**config.mk**
```make
export PLATFORM = sky130hd
export DESIGN_NAME = fwsr_ctrl
export DESIGN_NICKNAME = d
export VERILOG_FILES = /design/src/verilog/fwsr_pkg.sv /design/src/verilog/fwsr_ctrl.sv /design/src/verilog/fwsr_sync.sv
export SDC_FILE = /design/constraint.sdc
export NUM_CORES = 1
export LEC_CHECK = 0
export BUFFER_PORTS_ARGS = -buffer_cell sky130_fd_sc_hd__buf_2
export CAP_MARGIN = 20
export CORE_MARGIN = 10
export CORE_UTILIZATION = 25
export DETAILED_ROUTE_END_ITERATION = 8
export GPL_TIMING_DRIVEN = 0
export HOLD_SLACK_MARGIN = 0.15
export SLEW_MARGIN = 20
export SYNTH_ARGS = -nofsm -noshare
export SYNTH_HDL_FRONTEND = slang
export SYNTH_SLANG_ARGS = --single-unit
```
**constraint.sdc**
```tcl
create_clock -name clk -period 5.14 [get_ports clk]
set_input_delay 0 -clock clk [delete_from_list [all_inputs] [get_ports clk]]
set_output_delay 0 -clock clk [all_outputs]
set_load 0.02 [all_outputs]
```
**src/verilog/fwsr_pkg.sv**
```systemverilog
// Constants, register map and step record for the flash status controller.
package fwsr_pkg;

  // ----------------------------------------------------------------
  // Widths
  // ----------------------------------------------------------------
  localparam int ADDR_W = 18;
  localparam int DATA_W = 8;

  // ----------------------------------------------------------------
  // Register map of the controller (APB byte addresses)
  // ----------------------------------------------------------------
  localparam logic [7:0] REG_CTRL = 8'h00;
  localparam logic [7:0] REG_ADDR = 8'h04;
  localparam logic [7:0] REG_WDATA = 8'h08;
  localparam logic [7:0] REG_STATUS = 8'h0c;

  // Operation codes written to the control register.
  localparam logic [2:0] OP_READ = 3'h0;
  localparam logic [2:0] OP_PROG = 3'h1;
  localparam logic [2:0] OP_SERASE = 3'h2;
  localparam logic [2:0] OP_CERASE = 3'h3;
  localparam logic [2:0] OP_ADDSEC = 3'h4;
  localparam logic [2:0] OP_RESET = 3'h5;
  localparam logic [2:0] OP_PROTV = 3'h6;
  localparam logic [2:0] OP_RAW = 3'h7;

  // Status register fields.
  localparam int ST_BUSY = 0;
  localparam int ST_DONE = 1;
  localparam int ST_FAIL = 2;
  localparam int ST_REJECT = 3;
  localparam int ST_PROT = 4;
  localparam int ST_WINDOW = 5;
  localparam int ST_TOG2 = 6;
  localparam int ST_PRE_WIN = 7;
  localparam int ST_RDATA_LSB = 8;

  // ----------------------------------------------------------------
  // Flash command bytes and addresses
  // ----------------------------------------------------------------
  localparam logic [7:0] CMD_UNLOCK1 = 8'haa;
  localparam logic [7:0] CMD_UNLOCK2 = 8'h55;
  localparam logic [7:0] CMD_PROG = 8'ha0;
  localparam logic [7:0] CMD_ERASE_SETUP = 8'h80;
  localparam logic [7:0] CMD_SECTOR = 8'h30;
  localparam logic [7:0] CMD_CHIP = 8'h10;
  localparam logic [7:0] CMD_RESET = 8'hf0;
  localparam logic [7:0] CMD_ID = 8'h90;
  localparam logic [17:0] ADDR_UNLOCK1 = 18'h00555;
  localparam logic [17:0] ADDR_UNLOCK2 = 18'h002aa;
  localparam logic [17:0] ADDR_LINE_ONE = 18'h00002;

  // Status bit positions on the flash data lines.
  localparam int BIT_POLL = 7;
  localparam int BIT_TOG1 = 6;
  localparam int BIT_TIMEOUT = 5;
  localparam int BIT_WINDOW = 3;
  localparam int BIT_TOG2 = 2;
  localparam int BIT_LINE_ZERO = 0;

  // ----------------------------------------------------------------
  // Timing
  // ----------------------------------------------------------------
  localparam int CLK_NS = 100;
  localparam int TACC_NS = 120;
  localparam int ACC_CYC = (TACC_NS + CLK_NS - 1) / CLK_NS;
  localparam int SYNC_DEPTH = 3;
  localparam logic [3:0] RD_WAIT_CNT = 4'(ACC_CYC + SYNC_DEPTH + 1);

  typedef struct packed {
    logic rd;
    logic last;
    logic [17:0] a;
    logic [7:0] d;
  } fwsr_step_s;

endpackage : fwsr_pkg

```
**src/verilog/fwsr_ctrl.sv**
```systemverilog
// Host controller that runs flash command sequences and the status polling procedure.
//
// Decided for this implementation: the APB register port and the address map.
`timescale 1ns/100ps

// How it works
// - Host double-reads; unchanged toggle means done
// - Timeout high and still toggling: reset
// - Resumed polling restarts at first double-read
// - Host resets after a timeout failure
// - Host checks erase_window_flag around add
// - Write only with select, strobe low, read high
module fwsr_ctrl (
  input wire logic clk,
  input wire logic srst,
  input wire logic psel,
  input wire logic penable,
  input wire logic pwrite,
  input wire logic [7:0] paddr,
  input wire logic [31:0] pwdata,
  output logic [31:0] prdata,
  output logic pready,
  output logic pslverr,
  output logic [17:0] flash_addr,
  output logic flash_ce_n,
  output logic flash_oe_n,
  output logic flash_we_n,
  output logic [7:0] dq_out,
  output logic dq_oe_n,
  input wire logic [7:0] dq_in
);

  typedef enum logic [2:0] {S_IDLE, S_STEP, S_WSET, S_WLOW, S_WEND, S_RLOW, S_REL} fwsr_state_e;

  // ----------------------------------------------------------------
  // Command sequences
  // ----------------------------------------------------------------
  function automatic fwsr_pkg::fwsr_step_s step_f(input logic [2:0] op, input logic [2:0] idx,
                                                   input logic [17:0] a, input logic [7:0] d);
    fwsr_pkg::fwsr_step_s s;
    s.rd = 1'b0;
    s.last = 1'b0;
    s.a = fwsr_pkg::ADDR_UNLOCK1;
    s.d = fwsr_pkg::CMD_UNLOCK1;
    if (idx == 3'h1 || idx == 3'h4) begin
      s.a = fwsr_pkg::ADDR_UNLOCK2;
      s.d = fwsr_pkg::CMD_UNLOCK2;
    end
    unique case (op)
      fwsr_pkg::OP_READ: begin
        s.rd = 1'b1;
        s.last = 1'b1;
        s.a = a;
      end
      fwsr_pkg::OP_PROG: begin
        if (idx == 3'h2) s.d = fwsr_pkg::CMD_PROG;
        if (idx == 3'h3) begin
          s.a = a;
          s.d = d;
          s.last = 1'b1;
        end
      end
      fwsr_pkg::OP_SERASE, fwsr_pkg::OP_CERASE: begin
        if (idx == 3'h2) s.d = fwsr_pkg::CMD_ERASE_SETUP;
        if (idx == 3'h5) begin
          s.last = 1'b1;
          s.a = (op == fwsr_pkg::OP_SERASE) ? a : fwsr_pkg::ADDR_UNLOCK1;
          s.d = (op == fwsr_pkg::OP_SERASE) ? fwsr_pkg::CMD_SECTOR : fwsr_pkg::CMD_CHIP;
        end
      end
      fwsr_pkg::OP_ADDSEC: begin
        s.a = a;
        s.d = fwsr_pkg::CMD_SECTOR;
        s.rd = (idx != 3'h1);
        s.last = (idx == 3'h2);
      end
      fwsr_pkg::OP_RESET: begin
        s.a = a;
        s.d = fwsr_pkg::CMD_RESET;
        s.last = 1'b1;
      end
      fwsr_pkg::OP_PROTV: begin
        if (idx == 3'h2) s.d = fwsr_pkg::CMD_ID;
        if (idx == 3'h3) begin
          s.rd = 1'b1;
          s.last = 1'b1;
          s.a = a | fwsr_pkg::ADDR_LINE_ONE;
        end
      end
      fwsr_pkg::OP_RAW: begin
        s.a = a;
        s.d = d;
        s.last = 1'b1;
      end
    endcase
    return s;
  endfunction : step_f

  // ----------------------------------------------------------------
  // Declarations
  // ----------------------------------------------------------------
  fwsr_state_e state_ff;
  logic [2:0] op_ff;
  logic [2:0] step_ff;
  logic [3:0] cnt_ff;
  logic [17:0] addr_reg_ff;
  logic [7:0] wdata_reg_ff;
  logic polling_ff;
  logic poll_done_ff;
  logic have_prev_ff;
  logic prev_tog_ff;
  logic checked5_ff;
  logic [7:0] poll_reads_ff;
  logic done_ff;
  logic fail_ff;
  logic reject_ff;
  logic prot_ff;
  logic window_ff;
  logic tog2_ff;
  logic pre_win_ff;
  logic [7:0] rdata_ff;
  logic [31:0] prdata_ff;
  logic pready_ff;
  logic pslverr_ff;
  logic [17:0] flash_addr_ff;
  logic flash_ce_n_ff;
  logic flash_oe_n_ff;
  logic flash_we_n_ff;
  logic [7:0] dq_out_ff;
  logic dq_oe_n_ff;
  logic [7:0] rd_val;
  fwsr_pkg::fwsr_step_s cur;
  logic busy;
  logic apb_acc;
  logic start;
  logic sample;
  logic poll_read;
  logic tog_same;
  logic poll_ok;
  logic poll_bad;
  logic poll_op;

  fwsr_sync #(.WIDTH(fwsr_pkg::DATA_W)) u_sync (
    .clk(clk),
    .srst(srst),
    .d_in(dq_in),
    .q(rd_val)
  );

  assign cur = step_f(op_ff, step_ff, addr_reg_ff, wdata_reg_ff);
  assign busy = (state_ff != S_IDLE);
  assign apb_acc = psel && penable && pready_ff;
  assign start = apb_acc && pwrite && (paddr == fwsr_pkg::REG_CTRL) && !busy;
  assign sample = (state_ff == S_RLOW) && (cnt_ff == fwsr_pkg::RD_WAIT_CNT);
  assign poll_read = sample && polling_ff;
  assign tog_same = (rd_val[fwsr_pkg::BIT_TOG1] == prev_tog_ff);
  assign poll_ok = poll_read && have_prev_ff && tog_same;
  assign poll_bad = poll_read && have_prev_ff && !tog_same && checked5_ff;
  assign poll_op = (op_ff == fwsr_pkg::OP_PROG) || (op_ff == fwsr_pkg::OP_SERASE) ||
                   (op_ff == fwsr_pkg::OP_CERASE);

  // ----------------------------------------------------------------
  // APB slave: one wait cycle so that read data come from a flop
  // ----------------------------------------------------------------
  always_ff @(posedge clk) begin
    if (srst) begin
      pready_ff <= 1'b0;
      pslverr_ff <= 1'b0;
      prdata_ff <= 32'h0;
    end else begin
      pready_ff <= psel && penable && !pready_ff;
      pslverr_ff <= 1'b0;
      if (psel && penable && !pready_ff) begin
        prdata_ff <= 32'h0;
        unique case (paddr)
          fwsr_pkg::REG_CTRL: prdata_ff[2:0] <= op_ff;
          fwsr_pkg::REG_ADDR: prdata_ff[17:0] <= addr_reg_ff;
          fwsr_pkg::REG_WDATA: prdata_ff[7:0] <= wdata_reg_ff;
          fwsr_pkg::REG_STATUS: begin
            prdata_ff[fwsr_pkg::ST_BUSY] <= busy;
            prdata_ff[fwsr_pkg::ST_DONE] <= done_ff;
            prdata_ff[fwsr_pkg::ST_FAIL] <= fail_ff;
            prdata_ff[fwsr_pkg::ST_REJECT] <= reject_ff;
            prdata_ff[fwsr_pkg::ST_PROT] <= prot_ff;
            prdata_ff[fwsr_pkg::ST_WINDOW] <= window_ff;
            prdata_ff[fwsr_pkg::ST_TOG2] <= tog2_ff;
            prdata_ff[fwsr_pkg::ST_PRE_WIN] <= pre_win_ff;
            prdata_ff[fwsr_pkg::ST_RDATA_LSB +: 8] <= rdata_ff;
          end
          default: pslverr_ff <= 1'b1;
        endcase
      end
    end
  end

  // Address and data registers may be rewritten while busy; the running sequence then sees them.
  always_ff @(posedge clk) begin
    if (srst) begin
      addr_reg_ff <= 18'h0;
      wdata_reg_ff <= 8'h0;
    end else if (apb_acc && pwrite) begin
      if (paddr == fwsr_pkg::REG_ADDR) addr_reg_ff <= pwdata[17:0];
      if (paddr == fwsr_pkg::REG_WDATA) wdata_reg_ff <= pwdata[7:0];
    end
  end

  // ----------------------------------------------------------------
  // Sequencer and flash pins
  // ----------------------------------------------------------------
  always_ff @(posedge clk) begin
    if (srst) begin
      state_ff <= S_IDLE;
      op_ff <= fwsr_pkg::OP_READ;
      step_ff <= 3'h0;
      cnt_ff <= 4'h0;
      polling_ff <= 1'b0;
      poll_done_ff <= 1'b0;
      flash_addr_ff <= 18'h0;
      flash_ce_n_ff <= 1'b1;
      flash_oe_n_ff <= 1'b1;
      flash_we_n_ff <= 1'b1;
      dq_out_ff <= 8'h0;
      dq_oe_n_ff <= 1'b1;
    end else begin
      unique case (state_ff)
        S_IDLE: begin
          if (start) begin
            op_ff <= pwdata[2:0];
            step_ff <= 3'h0;
            poll_done_ff <= 1'b0;
            state_ff <= S_STEP;
          end
        end
        S_STEP: begin
          flash_addr_ff <= cur.a;
          cnt_ff <= 4'h0;
          if (cur.rd) begin
            flash_ce_n_ff <= 1'b0;
            flash_oe_n_ff <= 1'b0;
            state_ff <= S_RLOW;
          end else begin
            // write setup with read strobe high
            flash_ce_n_ff <= 1'b0;
            flash_oe_n_ff <= 1'b1;
            dq_out_ff <= cur.d;
            dq_oe_n_ff <= 1'b0;
            state_ff <= S_WSET;
          end
        end
        S_WSET: begin
          flash_we_n_ff <= 1'b0;
          state_ff <= S_WLOW;
        end
        S_WLOW: begin
          flash_we_n_ff <= 1'b1;
          state_ff <= S_WEND;
        end
        S_WEND: begin
          flash_ce_n_ff <= 1'b1;
          dq_oe_n_ff <= 1'b1;
          state_ff <= S_REL;
        end
        S_RLOW: begin
          cnt_ff <= cnt_ff + 4'h1;
          if (sample) begin
            flash_ce_n_ff <= 1'b1;
            flash_oe_n_ff <= 1'b1;
            state_ff <= S_REL;
            if (poll_ok || poll_bad) begin
              polling_ff <= 1'b0;
              poll_done_ff <= 1'b1;
            end
            // reset before further commands
            // The reset write has to reach the flash before idle, so the release state is skipped here.
            if (poll_bad) begin
              op_ff <= fwsr_pkg::OP_RESET;
              step_ff <= 3'h0;
              state_ff <= S_STEP;
            end
          end
        end
        S_REL: begin
          cnt_ff <= 4'h0;
          // Each poll read is its own strobe, so the device sees a fresh read every time.
          if (polling_ff || (cur.last && poll_op && !poll_done_ff)) begin
            polling_ff <= 1'b1;
            flash_ce_n_ff <= 1'b0;
            flash_oe_n_ff <= 1'b0;
            state_ff <= S_RLOW;
          end else if (cur.last) begin
            state_ff <= S_IDLE;
          end else begin
            step_ff <= step_ff + 3'h1;
            state_ff <= S_STEP;
          end
        end
        default: state_ff <= S_IDLE;
      endcase
    end
  end

  // ----------------------------------------------------------------
  // Toggle detection
  // ----------------------------------------------------------------
  always_ff @(posedge clk) begin
    if (srst) begin
      have_prev_ff <= 1'b0;
      prev_tog_ff <= 1'b0;
      checked5_ff <= 1'b0;
      poll_reads_ff <= 8'h0;
    end else if (state_ff == S_REL && !polling_ff && cur.last && poll_op && !poll_done_ff) begin
      have_prev_ff <= 1'b0;
      checked5_ff <= 1'b0;
      poll_reads_ff <= 8'h0;
    end else if (poll_read) begin
      have_prev_ff <= 1'b1;
      prev_tog_ff <= rd_val[fwsr_pkg::BIT_TOG1];
      if (poll_reads_ff != 8'hff) poll_reads_ff <= poll_reads_ff + 8'h1;
      if (have_prev_ff && !tog_same && rd_val[fwsr_pkg::BIT_TIMEOUT]) checked5_ff <= 1'b1;
    end
  end

  // ----------------------------------------------------------------
  // Result flags
  // ----------------------------------------------------------------
  always_ff @(posedge clk) begin
    if (srst) begin
      done_ff <= 1'b0;
      fail_ff <= 1'b0;
      reject_ff <= 1'b0;
      prot_ff <= 1'b0;
      window_ff <= 1'b0;
      tog2_ff <= 1'b0;
      pre_win_ff <= 1'b0;
      rdata_ff <= 8'h0;
    end else begin
      if (start) begin
        done_ff <= 1'b0;
        fail_ff <= 1'b0;
        reject_ff <= 1'b0;
      end else if (state_ff == S_REL && !polling_ff && cur.last && !(poll_op && !poll_done_ff)) begin
        done_ff <= 1'b1;
      end
      if (poll_bad) fail_ff <= 1'b1;
      if (sample) begin
        rdata_ff <= rd_val;
        window_ff <= rd_val[fwsr_pkg::BIT_WINDOW];
        tog2_ff <= rd_val[fwsr_pkg::BIT_TOG2];
        if (op_ff == fwsr_pkg::OP_PROTV) prot_ff <= rd_val[fwsr_pkg::BIT_LINE_ZERO];
        if (op_ff == fwsr_pkg::OP_ADDSEC && step_ff == 3'h0) pre_win_ff <= rd_val[fwsr_pkg::BIT_WINDOW];
        if (op_ff == fwsr_pkg::OP_ADDSEC && step_ff == 3'h2) reject_ff <= rd_val[fwsr_pkg::BIT_WINDOW];
      end
    end
  end

  assign prdata = prdata_ff;
  assign pready = pready_ff;
  assign pslverr = pslverr_ff;
  assign flash_addr = flash_addr_ff;
  assign flash_ce_n = flash_ce_n_ff;
  assign flash_oe_n = flash_oe_n_ff;
  assign flash_we_n = flash_we_n_ff;
  assign dq_out = dq_out_ff;
  assign dq_oe_n = dq_oe_n_ff;
endmodule : fwsr_ctrl

```
**src/verilog/fwsr_sync.sv**
```systemverilog
// Three-stage input synchroniser that passes a value once stages two and three agree.
`timescale 1ns/100ps
module fwsr_sync #(
  parameter int WIDTH = 8
) (
  input wire logic clk,
  input wire logic srst,
  input wire logic [WIDTH-1:0] d_in,
  output logic [WIDTH-1:0] q
);

  logic [WIDTH-1:0] s1_ff;
  logic [WIDTH-1:0] s2_ff;
  logic [WIDTH-1:0] s3_ff;
  logic [WIDTH-1:0] q_ff;

  always_ff @(posedge clk) begin
    if (srst) begin
      s1_ff <= '0;
      s2_ff <= '0;
      s3_ff <= '0;
    end else begin
      s1_ff <= d_in;
      s2_ff <= s1_ff;
      s3_ff <= s2_ff;
    end
  end

  // Only a value that held for two stages is passed, so a bit caught mid-change never leaks out.
  always_ff @(posedge clk) begin
    if (srst) begin
      q_ff <= '0;
    end else if (s2_ff == s3_ff) begin
      q_ff <= s3_ff;
    end
  end

  assign q = q_ff;

endmodule : fwsr_sync

```
Word-level counts from Yosys, hierarchy flattened --
Index checks and enable logic that the tools add are counted.
Storage, ports and cells: register bits after elaboration 141, output and inout port bits 64
Cells by class: $add $sub $neg 2, eq/ne operators 33, mux-type cells 55, bitwise operators 3, reduce and logical (&&, ||, !) cells 71
Operators by type and width (number):
- 19-bit one-hot mux with 5 select lines | 1
- 27-bit 2-to-1 mux | 2
- 8-bit one-hot mux with 6 select lines | 1
- 3-bit 2-to-1 mux | 13
- 3-bit == test (second input constant) | 9
- 1-bit logical AND | 24
- 8-bit 2-to-1 mux | 3
- 3-bit one-hot mux with 7 select lines | 1
- 20-bit 2-to-1 mux | 1
- 19-bit 2-to-1 mux | 1
- 3-bit by 2-bit == test with 1-bit output (second input constant) | 6
- 18-bit 2-to-1 mux | 1
- 2-bit AND reduction | 9
- 8-bit by 4-bit == test with 1-bit output (second input constant) | 2
- 1-bit 2-to-1 mux | 16
- 8-bit one-hot mux with 2 select lines | 1
- 5-bit one-hot mux with 3 select lines | 1
- 2-bit != test (second input constant) | 7
- 3-bit one-hot mux with 4 select lines | 1
- 4-bit AND reduction | 3
- 2-bit nonzero test | 6
- 2-bit OR reduction | 5
- 3-bit by 1-bit == test with 1-bit output (second input constant) | 3
- 3-bit zero test | 3
- 26 further kinds | 44

Longest topological paths before layout --
depth in word-level cells 11, mapped depth 9, depth with buffers taken out 7

Hierarchy --
A second synthesis with hierarchy kept.
Second synthesis, totals: cells, all modules 735, area, all modules 6448.7 sq um
By module, submodules not included:
- fwsr_ctrl | instances 1, cells each 640, area an instance 5371.4 sq um
- fwsr_sync | instances 1, cells each 95, area an instance 1077.3 sq um

Worst setup path before layout --
Ideal clock, no wire load.
kind register -> register, start point register step_ff[2], end point register step_ff[2], setup time 121 ps, arrival 2120 ps, required time 5019 ps, path slack 2898 ps, stages on the path, launching flop included 9, path through dfxtp_1 clkbuf_1 inv_1 ha_1 nor3b_1 a211oi_1 or2_2 a211o_1 mux2_4
On the way: cells in the longest elaborated chain, start to end 8, elaborated cells between the ends (all ways) 17
RTL lines:
- start: declaration | line fwsr_ctrl.sv:104 | logic [2:0] step_ff;
- start signal: assignment | line fwsr_ctrl.sv:293 | step_ff <= step_ff + 3'h1;
- 3-bit by 2-bit == test with 1-bit output / 3-bit == test (equally long branches) | line fwsr_ctrl.sv:57, fwsr_ctrl.sv:84, fwsr_ctrl.sv:65
- 20-bit 2-to-1 mux (tied with other cells) | line fwsr_ctrl.sv:84 | if (idx == 3'h3) begin
- 19-bit one-hot mux with 5 select lines | line fwsr_ctrl.sv:49 | unique case (op)
- 1-bit logical AND (2 in series) | line fwsr_ctrl.sv:285 | if (polling_ff || (cur.last && poll_op && !poll_done_ff)) begin
- 1-bit logical OR | line fwsr_ctrl.sv:285
- 2-bit != test (no line)
- 6-bit AND reduction (no line)
Parallel ways exist; a longest one is shown, timed or not. The select of a mux whose other input is x is not followed. A chain may end at the register's enable or synchronous reset.

Worst setup path after layout --
start point register step_ff[2], end point register dq_out_ff[0] (netlist: dq_out[0])
On the way: cells in the longest elaborated chain, start to end 6, elaborated cells between the ends (all ways) 18
RTL lines:
- 3-bit by 1-bit == test with 1-bit output / 3-bit == test (equally long branches) | line fwsr_ctrl.sv:45 | if (idx == 3'h1 || idx == 3'h4) begin
- 1-bit logical OR | line fwsr_ctrl.sv:45
- 19-bit 2-to-1 mux | line fwsr_ctrl.sv:45
- 8-bit 2-to-1 mux (on tied branches) | line fwsr_ctrl.sv:64, fwsr_ctrl.sv:56
- 27-bit 2-to-1 mux (on tied branches) | line fwsr_ctrl.sv:65, fwsr_ctrl.sv:57
- 8-bit one-hot mux with 6 select lines | line fwsr_ctrl.sv:49
- end signal: assignment | line fwsr_ctrl.sv:245 | dq_out_ff <= cur.d;
- end: declaration | line fwsr_ctrl.sv:129 | logic [7:0] dq_out_ff;
Parallel ways exist; a longest one is shown, timed or not.

==> run metrics <==
status finished clean; Final nets 966; VDD IR max 202 µV; period utilization 55.1%; leak pwr 3.28 nW; first-pass GRT wire length 32700 µm; clock skew 0.00783 ns; Ports 117; Util after Layout 33.0%; FFs w/ async S/R, synth 0%; Layout fillers 2626; RSZ-0062 raised after global routing false; slowest cell on the critical path a21oi_1; P per Cell Area 300 nW/µm²; Crit Path Max Fanout 10; core outline area 25000 µm²; worst-path cell chain clkbuf_1 > inv_1 > ha_1 > inv_1 > o22ai_1 > a21oi_1 > clkbuf_1 > nor2_1 > a211oi_1; Main synth FF type dfxtp_1; gp weighted congestion 0.918; CP Capture Type register; fin. max-slew vios 0; postcts setup bufs 0; Die H 179 µm; number of synthesized flops with an enable pin 0; worst slew pin tran 0.899 ns; setup_tns 0 ns; WL final 21000 µm; TritonCTS clock tree yes; number of nets with antenna violations after routing 0; Num CTS Buffers 17; final-report hold violation count 0; die area 32100 µm²; Synth Area per Inst 8.50 µm²; initial antenna violation count 0; CP bufs+invs 4; H-tree Lvls 4; critical path launch point type register; grt total ovfl 0; worst setup path category register to register; Max Root-Sink Buffers 2; Ys Warns 0; max-cap violations 0; multi-input combinational cell area 3240 µm²; Syn Inst Count 744; vias in the first global route 5832; Root Driver clkbuf_16; Seq/Total Area, Yosys 44.0%; Finish-stage setup viols 0; drt wl/cell 16.8 µm; CTS Sinks 139; Detailed Place HPWL 15600 µm; PnR worst setup slack 2.31 ns; post-placement cell area 7220 µm²; Non-Filler Instances 1249; DR pass1 iterations 5; pre-CTS setup slack 2.36 ns; vias 6067; met2 WL post-DR 9900 µm; Area growth, synth to finish 30.8%; crit path time final 2.83 ns; Detail Route met3 WL 1280 µm; WP data required 5.48 ns; Hold Path Class input pin to register; worst skew pair latency 0.43 ns; DRT iter0 DRCs 441; Initial Util 25.3%; vias per cell 4.86; Residual DRC 0; flops & latches, synth 139; Clk pin slew, worst setup/hold paths 0.07 ns; placed insts 1174; CP max stage delay 0.55 ns; n_diodes 0; layout cells sized above 1 18.0%; Fmax 353 MHz; Rows 58; Die Width 179 µm; PortBufs 87; Worst slew margin 40.1%; pin count of the biggest net entering global routing 18; register area 2780 µm²; met1 WL 9440 µm; Top Layer Used met4; All-Layer GR Usage 12.9%; CP delay by family, top buffers and inverters; count of cell types in the netlist 66; Worst EP arrival 3.17 ns; Post-Syn Area 6330 µm²; fin area 8270 µm²
## path summary, 6_finish.rpt
kind              startpoint         endpoint  slack (ns)  cells after the start
min reg2reg  u_sync.s1_ff[4]  u_sync.s2_ff[4]        0.44                      1
max               step_ff[2]        dq_out[0]        2.31                      9
min                 paddr[0]      state_ff[1]        0.17                      5
max reg2reg       step_ff[2]        dq_out[0]        2.31                      9
## synth_stat cells (5+ instances only)
| cell type | number | area (µm²) |
|---|---|---|
| nor2_1 | 70 | 263 |
| xor2_1 | 8 | 70.1 |
| nand2_1 | 100 | 375 |
| a2bb2oi_1 | 6 | 52.6 |
| a211oi_1 | 7 | 52.6 |
| clkbuf_1 | 47 | 176 |
| nand2b_1 | 6 | 37.5 |
| nor4_1 | 5 | 31.3 |
| inv_1 | 12 | 45.0 |
| mux2_2 | 16 | 180 |
| o21ai_0 | 30 | 150 |
| nand3_1 | 16 | 80.1 |
| nor3_1 | 15 | 75.1 |
| buf_4 | 14 | 105 |
| o22ai_1 | 5 | 31.3 |
| ha_1 | 7 | 87.6 |
| o31ai_1 | 8 | 60.1 |
| a22oi_1 | 19 | 143 |
| nor2b_1 | 27 | 169 |
| or3_1 | 5 | 31.3 |
| a311oi_1 | 6 | 52.6 |
| a21oi_1 | 68 | 340 |
| nand4_1 | 5 | 31.3 |
| mux2i_1 | 21 | 210 |
| nand3b_1 | 5 | 37.5 |
| or2_2 | 5 | 31.3 |
| dfxtp_1 | 139 | 2780 |
## routing by layer
metal	track usage [%]	vias to the layer above
li1	-	2936
met1	17.3	2912
met2	20.4	191
met3	2.84	28
met4	3.89	0
met5	0	-
## where the power goes
group / internal (mW) / switching [mW]
Sequential: 1.09 / 0.00453
Clock: 0.704 / 0.567
Combinational: 0.0568 / 0.0672
Total: 1.85 / 0.638
## tightest hold or removal path, stage by stage
cell and delay (ns):
buf_2 0.08, or4_4 0.12, or4_4 0.15, a22o_4 0.15, nor4_1 0.05
## final cells by class
cell class | count | share of cell area, %
inverter | 14 | 0.635
buffer | 66 | 3.65
clock inverter | 15 | 2.33
timing repair buffer | 130 | 10.5
sequential | 139 | 33.6
tap | 330 | 4.99
multi-input combinational | 538 | 39.1
clock buffer | 17 | 5.14
## kinds of logic after synthesis
group	Yosys count	synth area share [%]
fa+ha+maj	7	1.38
other cells	1	0.0593
xor+xnor	9	1.25
mux	41	7.48
simple gates	282	21.3
compound gates	185	18.9
buf+inv	80	5.60
flops	139	44.0
## metrics by stage
| step | hold slack [ns] | power (mW) |
|---|---|---|
| global placement | 0.218 | 1.21 |
| finish | 0.175 | 2.48 |
| floorplan | 0.128 | 1.18 |
| global route | 0.169 | 2.56 |
| detailed placement | 0.221 | 1.21 |
| CTS | 0.154 | 2.50 |
## repair_timing
item,in CTS,in global routing
gates resized for setup,0,0
hold buffers,43,0
hold endpoints to repair,54,0
## sequential cells by signal, indices dropped and copies added (netlist names), 3 cells and up
| register | flops |
|---|---|
| u_sync.s3_ff | 8 |
| u_sync.s2_ff | 8 |
| op_ff | 3 |
| step_ff | 3 |
| prdata | 18 |
| rdata_ff | 8 |
| u_sync.s1_ff | 8 |
| dq_out | 8 |
| wdata_reg_ff | 8 |
| u_sync.q | 8 |
| addr_reg_ff | 18 |
| flash_addr | 18 |
| cnt_ff | 4 |
| state_ff | 3 |
## placed cells by master, fill, tap and decap left out, types with 7 or more instances in the layout
master / instances
conb_1: 14
inv_1: 12
nor3_1: 15
o31ai_1: 8
xor2_1: 8
a211oi_1: 7
a22oi_1: 19
a21oi_1: 68
dlygate4sd3_1: 43
nor2_1: 70
dfxtp_1: 139
nand2_1: 100
clkbuf_16: 17
nand3_1: 16
o21ai_0: 30
mux2_2: 16
clkbuf_1: 47
nor2b_1: 27
mux2i_1: 21
buf_4: 14
buf_2: 88
ha_1: 7
Note: power is estimated with default switching activity, not from simulation.
